[config.mk]
export PLATFORM = sky130hd
export DESIGN_NAME = scdr_bank
export DESIGN_NICKNAME = d
export VERILOG_FILES = /design/src/rtl/scdr_cal_seq.v /design/src/rtl/scdr_line_test_control_dec.v /design/src/rtl/scdr_bank.v
export VERILOG_INCLUDE_DIRS = /design/src /design/src/rtl
export SDC_FILE = /design/constraint.sdc
export NUM_CORES = 1
export LEC_CHECK = 0
export BUFFER_PORTS_ARGS = -buffer_cell sky130_fd_sc_hd__buf_2
export CORE_UTILIZATION = 61
export DETAILED_ROUTE_END_ITERATION = 7
export PLACE_DENSITY = 0.79
export REMOVE_ABC_BUFFERS = 1
export SKIP_LAST_GASP = 1
export SYNTH_ARGS = -nofsm -noshare
export SYNTH_HDL_FRONTEND = slang
export SYNTH_SLANG_ARGS = --single-unit
[constraint.sdc]
create_clock -name clk -period 2.7 [get_ports clk]
set_input_delay 0.135 -clock clk [delete_from_list [all_inputs] [get_ports clk]]
set_output_delay 0.135 -clock clk [all_outputs]
set_load 0.03 [all_outputs]
[src/rtl/scdr_regs.vh]
// Register offsets, field positions and reset values of the calibration, diagnostic and id bank.
`ifndef SCDR_REGS_VH
`define SCDR_REGS_VH
`define SCDR_ADDR_ID 8'h00
`define SCDR_ADDR_LOOP_CURRENT_SETTING 8'h0a
`define SCDR_ADDR_CAL2 8'h0c
`define SCDR_ADDR_LINE_TEST_CONTROL 8'h0d
`define SCDR_CAL_RING_LEAK 5
`define SCDR_CAL_TIP_LEAK 4
`define SCDR_CAL_MONITOR 3
`define SCDR_CAL_DAC_OFS 2
`define SCDR_CAL_ADC_OFS 1
`define SCDR_CAL_BALANCE 0
`define SCDR_LINE_TEST_CONTROL_Q2_FINE 7
`define SCDR_LINE_TEST_CONTROL_Q1_FINE 6
`define SCDR_LINE_TEST_CONTROL_RING_TEST 5
`define SCDR_LINE_TEST_CONTROL_TX_FILT 4
`define SCDR_LINE_TEST_CONTROL_LINE_FILT 3
`define SCDR_SRC_TIP_V 3'h0
`define SCDR_SRC_RING_V 3'h1
`define SCDR_SRC_LOOP_V 3'h2
`define SCDR_SRC_LONG_V 3'h3
`define SCDR_SRC_LOOP_I 3'h4
`define SCDR_SRC_LONG_I 3'h5
`define SCDR_LOOP_CURRENT_SETTING_MAX 5'h1f
`define SCDR_RST_LOOP_CURRENT_SETTING 5'h00
`define SCDR_RST_CAL2 6'h00
`define SCDR_RST_LINE_TEST_CONTROL 8'h00
`define SCDR_CAL_TIME_NS 1000
`define SCDR_CAL_CYCLES (`SCDR_CAL_TIME_NS / 10)
`endif

[src/rtl/scdr_cal_seq.v]
// One calibration request bit: set by the host, cleared by hardware when its engine is done or its CAL_CYCLES count runs out.
module scdr_cal_seq #(
   parameter CAL_CYCLES = 100
) (
   // Clock and reset
   input wire clk,
   input wire rst_n,
   // Host side
   input wire set_req,
   // Engine side
   input wire engine_done,
   output reg active,
   output reg start
);
   reg [15:0] count;
   always @(posedge clk or negedge rst_n)
   begin
      if (!rst_n)
      begin
         active <= 1'b0;
         start <= 1'b0;
         count <= 16'h0000;
      end
      else
      begin
         start <= set_req & ~active;
         if (set_req & ~active)
         begin
            active <= 1'b1;
            count <= CAL_CYCLES[15:0];
         end
         else if (active)
         begin
            if (engine_done || count == 16'h0001)
               active <= 1'b0;
            if (count != 16'h0000)
               count <= count - 16'h0001;
         end
      end
   end
endmodule

[src/rtl/scdr_line_test_control_dec.v]
// Decodes the line test source select into one-hot filter input enables.
`include "scdr_regs.vh"
module scdr_line_test_control_dec (
   // Clock and reset
   input wire clk,
   input wire rst_n,
   // Control
   input wire enable,
   input wire [2:0] source,
   // Decoded selects
   output reg [5:0] select
);
   always @(posedge clk or negedge rst_n)
   begin
      if (!rst_n)
         select <= 6'h00;
      else if (!enable)
         select <= 6'h00;
      else
      begin
         case (source)
            `SCDR_SRC_TIP_V: select <= 6'h01;
            `SCDR_SRC_RING_V: select <= 6'h02;
            `SCDR_SRC_LOOP_V: select <= 6'h04;
            `SCDR_SRC_LONG_V: select <= 6'h08;
            `SCDR_SRC_LOOP_I: select <= 6'h10;
            `SCDR_SRC_LONG_I: select <= 6'h20;
            default: select <= 6'h00;
         endcase
      end
   end
endmodule

[src/rtl/scdr_bank.v]
// Calibration, line test, loop current and identification registers of one channel pair.
// Behaviour
// - Calibration bit 5 requests ring leakage calibration and reads one until it completes.
// - Calibration bit 4 requests tip leakage calibration and reads one until it completes.
// - Calibration bit 3 starts monitor converter calibration and reads one until it finishes.
// - Calibration bit 2 starts audio DAC offset calibration and reads one while active.
// - Calibration bit 1 starts audio ADC offset calibration and reads one while active.
// - Calibration bit 0 starts longitudinal balance calibration and reads one while active.
// - Line test bit 7 puts the monitor converter in fine range for the second transistor.
// - Line test bit 6 puts the monitor converter in fine range for the first transistor.
// - Line test bit 5 enables the low level test ringing generator.
// - Line test bit 4 enables the transmit path diagnostic filters.
// - Line test bit 3 enables the line side diagnostic filters.
// - Line test bits 2:0 pick the filter source from tip voltage to longitudinal current.
// - The identification register is shared and read only, part code 6:4 and revision 3:0.
// - The five bit loop current code sets 18 mA plus 0.875 mA per step.
`include "scdr_regs.vh"
module scdr_bank #(
   parameter [2:0] PART_CODE = 3'h5,
   parameter [3:0] REV_CODE = 4'h9,
   parameter CAL_CYCLES = `SCDR_CAL_CYCLES
) (
   // Clock and reset
   input wire clk,
   input wire rst_n,
   // Register port from the serial control decoder
   input wire chan_sel,
   input wire [7:0] reg_addr,
   input wire reg_wr,
   input wire reg_rd,
   input wire [7:0] reg_wdata,
   output reg [7:0] reg_rdata,
   output reg reg_rvalid,
   // Calibration engines, one bit per calibration, per channel
   input wire [5:0] cal_done_a,
   input wire [5:0] cal_done_b,
   output reg [5:0] cal_start_a,
   output reg [5:0] cal_start_b,
   // Analog controls, channel A
   output reg q2_fine_a,
   output reg q1_fine_a,
   output reg ring_test_a,
   output reg tx_filt_a,
   output reg [5:0] line_src_a,
   output reg [4:0] loop_current_setting_a,
   // Analog controls, channel B
   output reg q2_fine_b,
   output reg q1_fine_b,
   output reg ring_test_b,
   output reg tx_filt_b,
   output reg [5:0] line_src_b,
   output reg [4:0] loop_current_setting_b
);
   // ---------------------------------------------------------------
   // Storage and write decode
   // ---------------------------------------------------------------
   reg [7:0] line_test_control_a;
   reg [7:0] line_test_control_b;
   reg [4:0] loop_current_setting_reg_a;
   reg [4:0] loop_current_setting_reg_b;
   wire [5:0] cal_act_a;
   wire [5:0] cal_act_b;
   wire [5:0] cal_go_a;
   wire [5:0] cal_go_b;
   wire [5:0] src_a;
   wire [5:0] src_b;
   wire wr_cal = reg_wr && reg_addr == `SCDR_ADDR_CAL2;
   wire wr_cal_a = wr_cal && !chan_sel;
   wire wr_cal_b = wr_cal && chan_sel;

   always @(posedge clk or negedge rst_n)
   begin
      if (!rst_n)
      begin
         line_test_control_a <= `SCDR_RST_LINE_TEST_CONTROL;
         line_test_control_b <= `SCDR_RST_LINE_TEST_CONTROL;
         loop_current_setting_reg_a <= `SCDR_RST_LOOP_CURRENT_SETTING;
         loop_current_setting_reg_b <= `SCDR_RST_LOOP_CURRENT_SETTING;
      end
      else if (reg_wr)
      begin
         if (reg_addr == `SCDR_ADDR_LINE_TEST_CONTROL && !chan_sel)
            line_test_control_a <= reg_wdata;
         if (reg_addr == `SCDR_ADDR_LINE_TEST_CONTROL && chan_sel)
            line_test_control_b <= reg_wdata;
         if (reg_addr == `SCDR_ADDR_LOOP_CURRENT_SETTING && !chan_sel)
            loop_current_setting_reg_a <= reg_wdata[4:0];
         if (reg_addr == `SCDR_ADDR_LOOP_CURRENT_SETTING && chan_sel)
            loop_current_setting_reg_b <= reg_wdata[4:0];
      end
   end

   // ---------------------------------------------------------------
   // Calibration request bits
   // ---------------------------------------------------------------
   // Writing zero never aborts a running calibration; only completion or the CAL_CYCLES limit clears a bit.
   genvar i;
   generate
      for (i = 0; i < 6; i = i + 1)
      begin : g_cal
         scdr_cal_seq #(.CAL_CYCLES(CAL_CYCLES)) u_a (
            .clk(clk),
            .rst_n(rst_n),
            .set_req(wr_cal_a & reg_wdata[i]),
            .engine_done(cal_done_a[i]),
            .active(cal_act_a[i]),
            .start(cal_go_a[i])
         );
         scdr_cal_seq #(.CAL_CYCLES(CAL_CYCLES)) u_b (
            .clk(clk),
            .rst_n(rst_n),
            .set_req(wr_cal_b & reg_wdata[i]),
            .engine_done(cal_done_b[i]),
            .active(cal_act_b[i]),
            .start(cal_go_b[i])
         );
      end
   endgenerate

   // ---------------------------------------------------------------
   // Line test source decode
   // ---------------------------------------------------------------
   scdr_line_test_control_dec u_dec_a (
      .clk(clk),
      .rst_n(rst_n),
      .enable(line_test_control_a[`SCDR_LINE_TEST_CONTROL_LINE_FILT]),
      .source(line_test_control_a[2:0]),
      .select(src_a)
   );
   scdr_line_test_control_dec u_dec_b (
      .clk(clk),
      .rst_n(rst_n),
      .enable(line_test_control_b[`SCDR_LINE_TEST_CONTROL_LINE_FILT]),
      .source(line_test_control_b[2:0]),
      .select(src_b)
   );

   // ---------------------------------------------------------------
   // Registered control outputs
   // ---------------------------------------------------------------
   always @(posedge clk or negedge rst_n)
   begin
      if (!rst_n)
      begin
         cal_start_a <= 6'h00;
         cal_start_b <= 6'h00;
         q2_fine_a <= 1'b0;
         q1_fine_a <= 1'b0;
         ring_test_a <= 1'b0;
         tx_filt_a <= 1'b0;
         line_src_a <= 6'h00;
         loop_current_setting_a <= `SCDR_RST_LOOP_CURRENT_SETTING;
         q2_fine_b <= 1'b0;
         q1_fine_b <= 1'b0;
         ring_test_b <= 1'b0;
         tx_filt_b <= 1'b0;
         line_src_b <= 6'h00;
         loop_current_setting_b <= `SCDR_RST_LOOP_CURRENT_SETTING;
      end
      else
      begin
         cal_start_a <= cal_go_a;
         cal_start_b <= cal_go_b;
         q2_fine_a <= line_test_control_a[`SCDR_LINE_TEST_CONTROL_Q2_FINE];
         q1_fine_a <= line_test_control_a[`SCDR_LINE_TEST_CONTROL_Q1_FINE];
         ring_test_a <= line_test_control_a[`SCDR_LINE_TEST_CONTROL_RING_TEST];
         tx_filt_a <= line_test_control_a[`SCDR_LINE_TEST_CONTROL_TX_FILT];
         line_src_a <= src_a;
         loop_current_setting_a <= loop_current_setting_reg_a;
         q2_fine_b <= line_test_control_b[`SCDR_LINE_TEST_CONTROL_Q2_FINE];
         q1_fine_b <= line_test_control_b[`SCDR_LINE_TEST_CONTROL_Q1_FINE];
         ring_test_b <= line_test_control_b[`SCDR_LINE_TEST_CONTROL_RING_TEST];
         tx_filt_b <= line_test_control_b[`SCDR_LINE_TEST_CONTROL_TX_FILT];
         line_src_b <= src_b;
         loop_current_setting_b <= loop_current_setting_reg_b;
      end
   end

   // ---------------------------------------------------------------
   // Read path
   // ---------------------------------------------------------------
   reg [7:0] next_rdata;
   always @*
   begin
      next_rdata = 8'h00;
      case (reg_addr)
         `SCDR_ADDR_ID: next_rdata = {1'b0, PART_CODE, REV_CODE};
         `SCDR_ADDR_LOOP_CURRENT_SETTING: next_rdata = {3'h0, chan_sel ? loop_current_setting_reg_b : loop_current_setting_reg_a};
         `SCDR_ADDR_CAL2: next_rdata = {2'h0, chan_sel ? cal_act_b : cal_act_a};
         `SCDR_ADDR_LINE_TEST_CONTROL: next_rdata = chan_sel ? line_test_control_b : line_test_control_a;
         default: next_rdata = 8'h00;
      endcase
   end

   always @(posedge clk or negedge rst_n)
   begin
      if (!rst_n)
      begin
         reg_rdata <= 8'h00;
         reg_rvalid <= 1'b0;
      end
      else
      begin
         reg_rvalid <= reg_rd;
         if (reg_rd)
            reg_rdata <= next_rdata;
      end
   end
endmodule

[Yosys cells after proc, flatten, opt, wreduce, memory -nomap -nowiden]
Cells that the tools add are included.
Word-level totals
  register bits: 305
Cells by class
  multiplexer cells: 80
  bitwise logic cells: 36
  reduce and logical (&&, ||, !) cells: 75
  add/subtract/negate cells: 12
  equality and inequality tests: 25
Operators with widths (number)
  $mux W16: 36
  $eq A16 B1 Y1 const B: 12
  $reduce_bool A16 Y1: 12
  $sub A16 B1 Y16 const B: 12
  $pmux W6 S6: 2
  $reduce_bool A2 Y1: 24
  $mux W1: 36
  $pmux W8 S4: 1
  $reduce_and A2 Y1: 16
  $and A1 B1 Y1: 24
  $eq A8 B4 Y1 const B: 3
  $mux W6: 3
  $eq A3 B2 Y1 const B: 4
  $eq A3 B3 Y1 const B: 4
  $logic_or A1 B1 Y1: 12
  $not A1 Y1: 12
  $logic_not A8 Y1: 1
  $mux W8: 1
  $logic_and A1 B1 Y1: 7
  $eq A3 B1 Y1 const B: 2
  $logic_not A3 Y1: 2
  $mux W5: 1
  $logic_not A1 Y1: 1

[Depth between registers and ports, before layout]
  depth in word-level cells: 7
  mapped depth: 9
  depth with buffers taken out: 7

[Modules after synthesis]
Synthesis repeated with hierarchy kept, for this count alone.
Unflattened totals
  cell total of the unflattened synthesis: 1428
  area, all modules: 15641.3 um^2
Modules (own cells, without submodules)
  scdr_cal_seq at g_cal[0].u_b ...: cells each 100, seq. area each 450.4 um^2, area each 1038.5 um^2, times used 7
  scdr_cal_seq at g_cal[0].u_a ...: cells each 102, seq. area each 450.4 um^2, area each 1007.2 um^2, times used 5
  scdr_bank: cells each 194, seq. area each 1926.8 um^2, area each 2885.3 um^2, times used 1
  scdr_line_test_control_dec: cells each 12, seq. area each 150.1 um^2, area each 225.2 um^2, times used 2

[Worst setup path before layout]
No wires, ideal clock.
  kind: reg2reg
  start: reg g_cal[0].u_b.count[4]
  end: reg g_cal[0].u_b.count[11]
  required time: 2.577 ns
  arrival: 2.113 ns
  cell stages (with the launch flop): 7
  path slack: 0.465 ns
  library setup time: 0.123 ns
  cell sequence: dfrtp_1 -> or4_1 -> or3_1 -> clkbuf_1 -> or4b_1 -> nand3_1 -> o21ai_1
On the way
  longest elaborated chain between the ends: 4
Ends and longest elaborated chain
  from (decl): RTL line scdr_cal_seq.v:15  | reg [15:0] count;
  from (signal assigned): RTL line scdr_cal_seq.v:30  | count <= CAL_CYCLES[15:0];
  from (signal assigned): RTL line scdr_cal_seq.v:37  | count <= count - 16'h0001;
  $sub A16 B1 Y16: RTL line scdr_cal_seq.v:37
  $mux W16: RTL line scdr_cal_seq.v:36  | if (count != 16'h0000)
  $mux W16: RTL line scdr_cal_seq.v:32  | else if (active)
  $mux W16: RTL line scdr_cal_seq.v:27  | if (set_req & ~active)
Several ways; a longest one is shown, not always the timed one. The select of a mux whose other input is x is not followed.
A chain may end at the register's enable or synchronous reset.

[Final worst setup path]
  start: reg g_cal[0].u_b.count[12]
  end: reg g_cal[0].u_b.count[0]
On the way
  longest elaborated chain between the ends: 3
Ends and longest elaborated chain (RTL line)
  $reduce_bool A16 Y1: scdr_cal_seq.v:36
  $reduce_bool A2 Y1 (no line)
  $reduce_and A2 Y1 (no line)
Every way passes these cells.

==> impl_metrics.py <==
metrics = {
    "routing": {
        "via_per_inst": 5.95,
        "drtIter0Drc": 675,
        "num_vias": 11200,
        "route.detailed.drc": 0,
        "detail-route-antenna-nets": 0,
        "drt_wl_total_mm": 31.4,
        "first_pass_iters": 5,
        "wl_per_cell_um": 16.8,
    },
    "sta": {
        "rsz0062_at_grt": "no",
        "finalSetupViolCount": 0,
        "slew_headroom": 0.514,
        "drv_slew": 0,
        "skew_ns": 0.00592,
        "fin_ws_ns": 0.340,
        "post-route-min-period_ns": 2.36,
        "finalCritPeriodShare": 0.874,
        "hold_violations": 0,
        "finalSetupTns_ns": 0,
        "worst_pin_slew_ns": 0.726,
        "fmax_mhz": 424,
    },
    "clock_network": {
        "cts_tree": "done",
        "root_buffer": "clkbuf_16",
        "cts_buffer_depth": 3,
        "clock-sinks": 305,
        "cts.htree.levels": 1,
        "cts_inserted_buffers": 31,
        "clk_pin_slew_ns": 0.07,
        "clk_latency_ns": 0.55,
        "post-cts-setup-buffers": 0,
    },
    "logic_synthesis": {
        "yosys.cell_types.count": 66,
        "syn_area_per_cell_um2": 10.2,
        "syn_area_um2": 14400,
        "ys_seq_elements": 305,
        "ys_top_cells_by_count": "dfrtp_1, nor2_1, nand2_1, o21ai_0, nand3_1",
        "synth_ff_type": "dfrtp_1",
        "yosys_warnings": 0,
        "synth_most_common_cell": "dfrtp_1",
        "yosysTopAreaCellShare": 0.531,
        "yosys.area.top_type": "dfrtp_1",
        "async_flop_share": 1.00,
        "synth-seq-area-share": 0.531,
        "netlist_instances": 1403,
        "synth_area_leaders": "dfrtp_1, nor2_1, o21ai_0",
        "synth-edff-count": 0,
    },
    "worst_setup_path": {
        "crit_fanout": 7,
        "cpMaxStageDelayCell": "or4b_2",
        "slowest_delay_ns": 0.74,
        "cp-end-kind": "flop",
        "worst_setup_path_start_kind": "flop",
        "crit_arrival_ns": 2.82,
        "cp.required_ns": 3.16,
        "critPathKind": "flop to flop",
        "crit_chain": "or4_1, or4b_2, o21ai_1, nand3_1, o21ai_0",
    },
    "placement": {
        "place_ws_ns": 0.150,
        "gp_congestion": 0.886,
        "portBuffers": 83,
        "hpwl_mm": 21.4,
    },
    "layout": {
        "fin_nets": 1593,
        "layout-drive-gt1-share": 0.149,
        "syn2layout_area_growth_pct": 15.2,
    },
    "floorplan": {
        "die_w_um": 156,
        "die_y_um": 156,
        "io_pins": 84,
        "fp-row-count": 55,
        "die-area_um2": 24200,
        "coreArea_um2": 22800,
        "start_util": 0.629,
    },
    "pwr": {
        "combPwrFrac": 0.044,
        "p_sw_mw": 2.14,
        "leakagePower_nw": 6.87,
        "ir_drop_mv": 0.549,
        "pwr-share-clk": 0.450,
        "p_sw_frac": 0.225,
        "power_density_nw_per_um2": 574,
        "p_int_mw": 7.37,
        "p_seq_frac": 0.505,
    },
    "run_status": {
        "status": "finished, final reports clean",
    },
    "grt": {
        "overflow": 0,
        "antenna_found_initial": 2,
        "grt_util_all_layers": 0.269,
        "grt_pass1_vias": 10800,
        "grt_max_degree": 77,
        "grt_pass1_wl_mm": 52.8,
    },
    "worst_hold_path": {
        "hold_path.class": "input pin to flop",
    },
    "run": {
        "drv_cap": 0,
    },
}
## power by group through the flow
stage	logic, mW	clock network (mW)	registers [mW]
detailed placement	0.397	0	4.88
finish	0.422	4.28	4.80
global placement	0.380	0	4.87
CTS	0.429	4.35	4.80
global route	0.481	4.55	4.82
floorplan	0.169	0	4.87
## state kept, by name (all words and copies together) (netlist names), 8 cells and up
register	flops
g_cal.u_a.count	96
g_cal.u_b.count	96
line_test_control_a	8
line_test_control_b	8
reg_rdata	8
## cell type report
type	instances	area (um2)
sequential	305	7630
inverter	52	195
clock buffer	41	863
tap	313	392
timing repair buffer	136	916
fill	1644	6290
clock inverter	15	161
antenna	1	2.50
multi-input combinational	1010	6390
## cell families after synthesis
| family | count (synthesis) | synth area share |
|---|---|---|
| AO/OA/AOI/OAI | 233 | 0.0982 |
| XOR/XNOR | 69 | 0.0420 |
| adder cells (fa/ha/maj) | 24 | 0.0209 |
| buffers and inverters | 88 | 0.0245 |
| flip-flops | 305 | 0.531 |
| multiplexers | 65 | 0.0477 |
| AND/OR/NAND/NOR | 619 | 0.236 |
## critical path: cells and delay by family (launching register included)
| family | cells | cell delay (ns) |
|---|---|---|
| and+or+nand+nor | 3 | 1.46 |
| AOI/OAI and AO/OA | 2 | 0.40 |
| DFF | 1 | 0.41 |
## per-layer routing
metal | global-route usage | vias to the layer above | wire length, um
met5 | 0 | - | 13
met4 | 0.0966 | 2 | 987
met3 | 0.0404 | 66 | 1510
met2 | 0.444 | 281 | 15200
met1 | 0.364 | 5444 | 13700
li1 | - | 5360 | -
## layout by cell type (no fill, tap or decap), types with 32 or more instances in the layout
cell     netlist  layout
o21ai_0       89      89
nor3_1        59      59
mux2i_1       37      37
buf_2         11      82
a21oi_1       56      56
nor2_1       148     148
xnor2_1       42      42
nand2_1       89      89
dfrtp_1      305     305
or3_1         36      36
inv_1         48      48
nand3_1       82      82
or4_1         32      32
## per-stage QoR
step	instances	hold WS (ns)	instance area (um2)	util	power (mW)
detailed placement	1794	0.146	15300	0.670	5.28
global route	1873	0.146	16600	0.725	9.85
CTS	1872	0.0239	16600	0.724	9.59
finish	1873	0.0591	16600	0.725	9.51
global placement	1794	0.146	15300	0.670	5.25
floorplan	1367	-0.161	14200	-	5.04
## worst paths after layout
check	from	endpoint	slack, ns	depth (start not counted)
hold reg to reg	g_cal[2].u_b.start	cal_start_b[2]	0.34	0
hold / removal	reg_addr[0]	reg_rdata[6]	0.06	4
setup reg to reg	g_cal[0].u_b.count[12]	g_cal[0].u_b.count[0]	0.34	5
setup / recovery	g_cal[0].u_b.count[12]	g_cal[0].u_b.count[0]	0.34	5
min in group asynchronous	rst_n	cal_start_a[4]	0.15	2
max in group asynchronous	rst_n	g_cal[4].u_b.count[4]	1.69	3
## repair_timing
item | CTS | global route
endpoints found under the hold margin | 117 | 0
hold buffers | 22 | 0
resized for setup | 0 | 0
No activity file was read; power rests on OpenSTA's default activity.
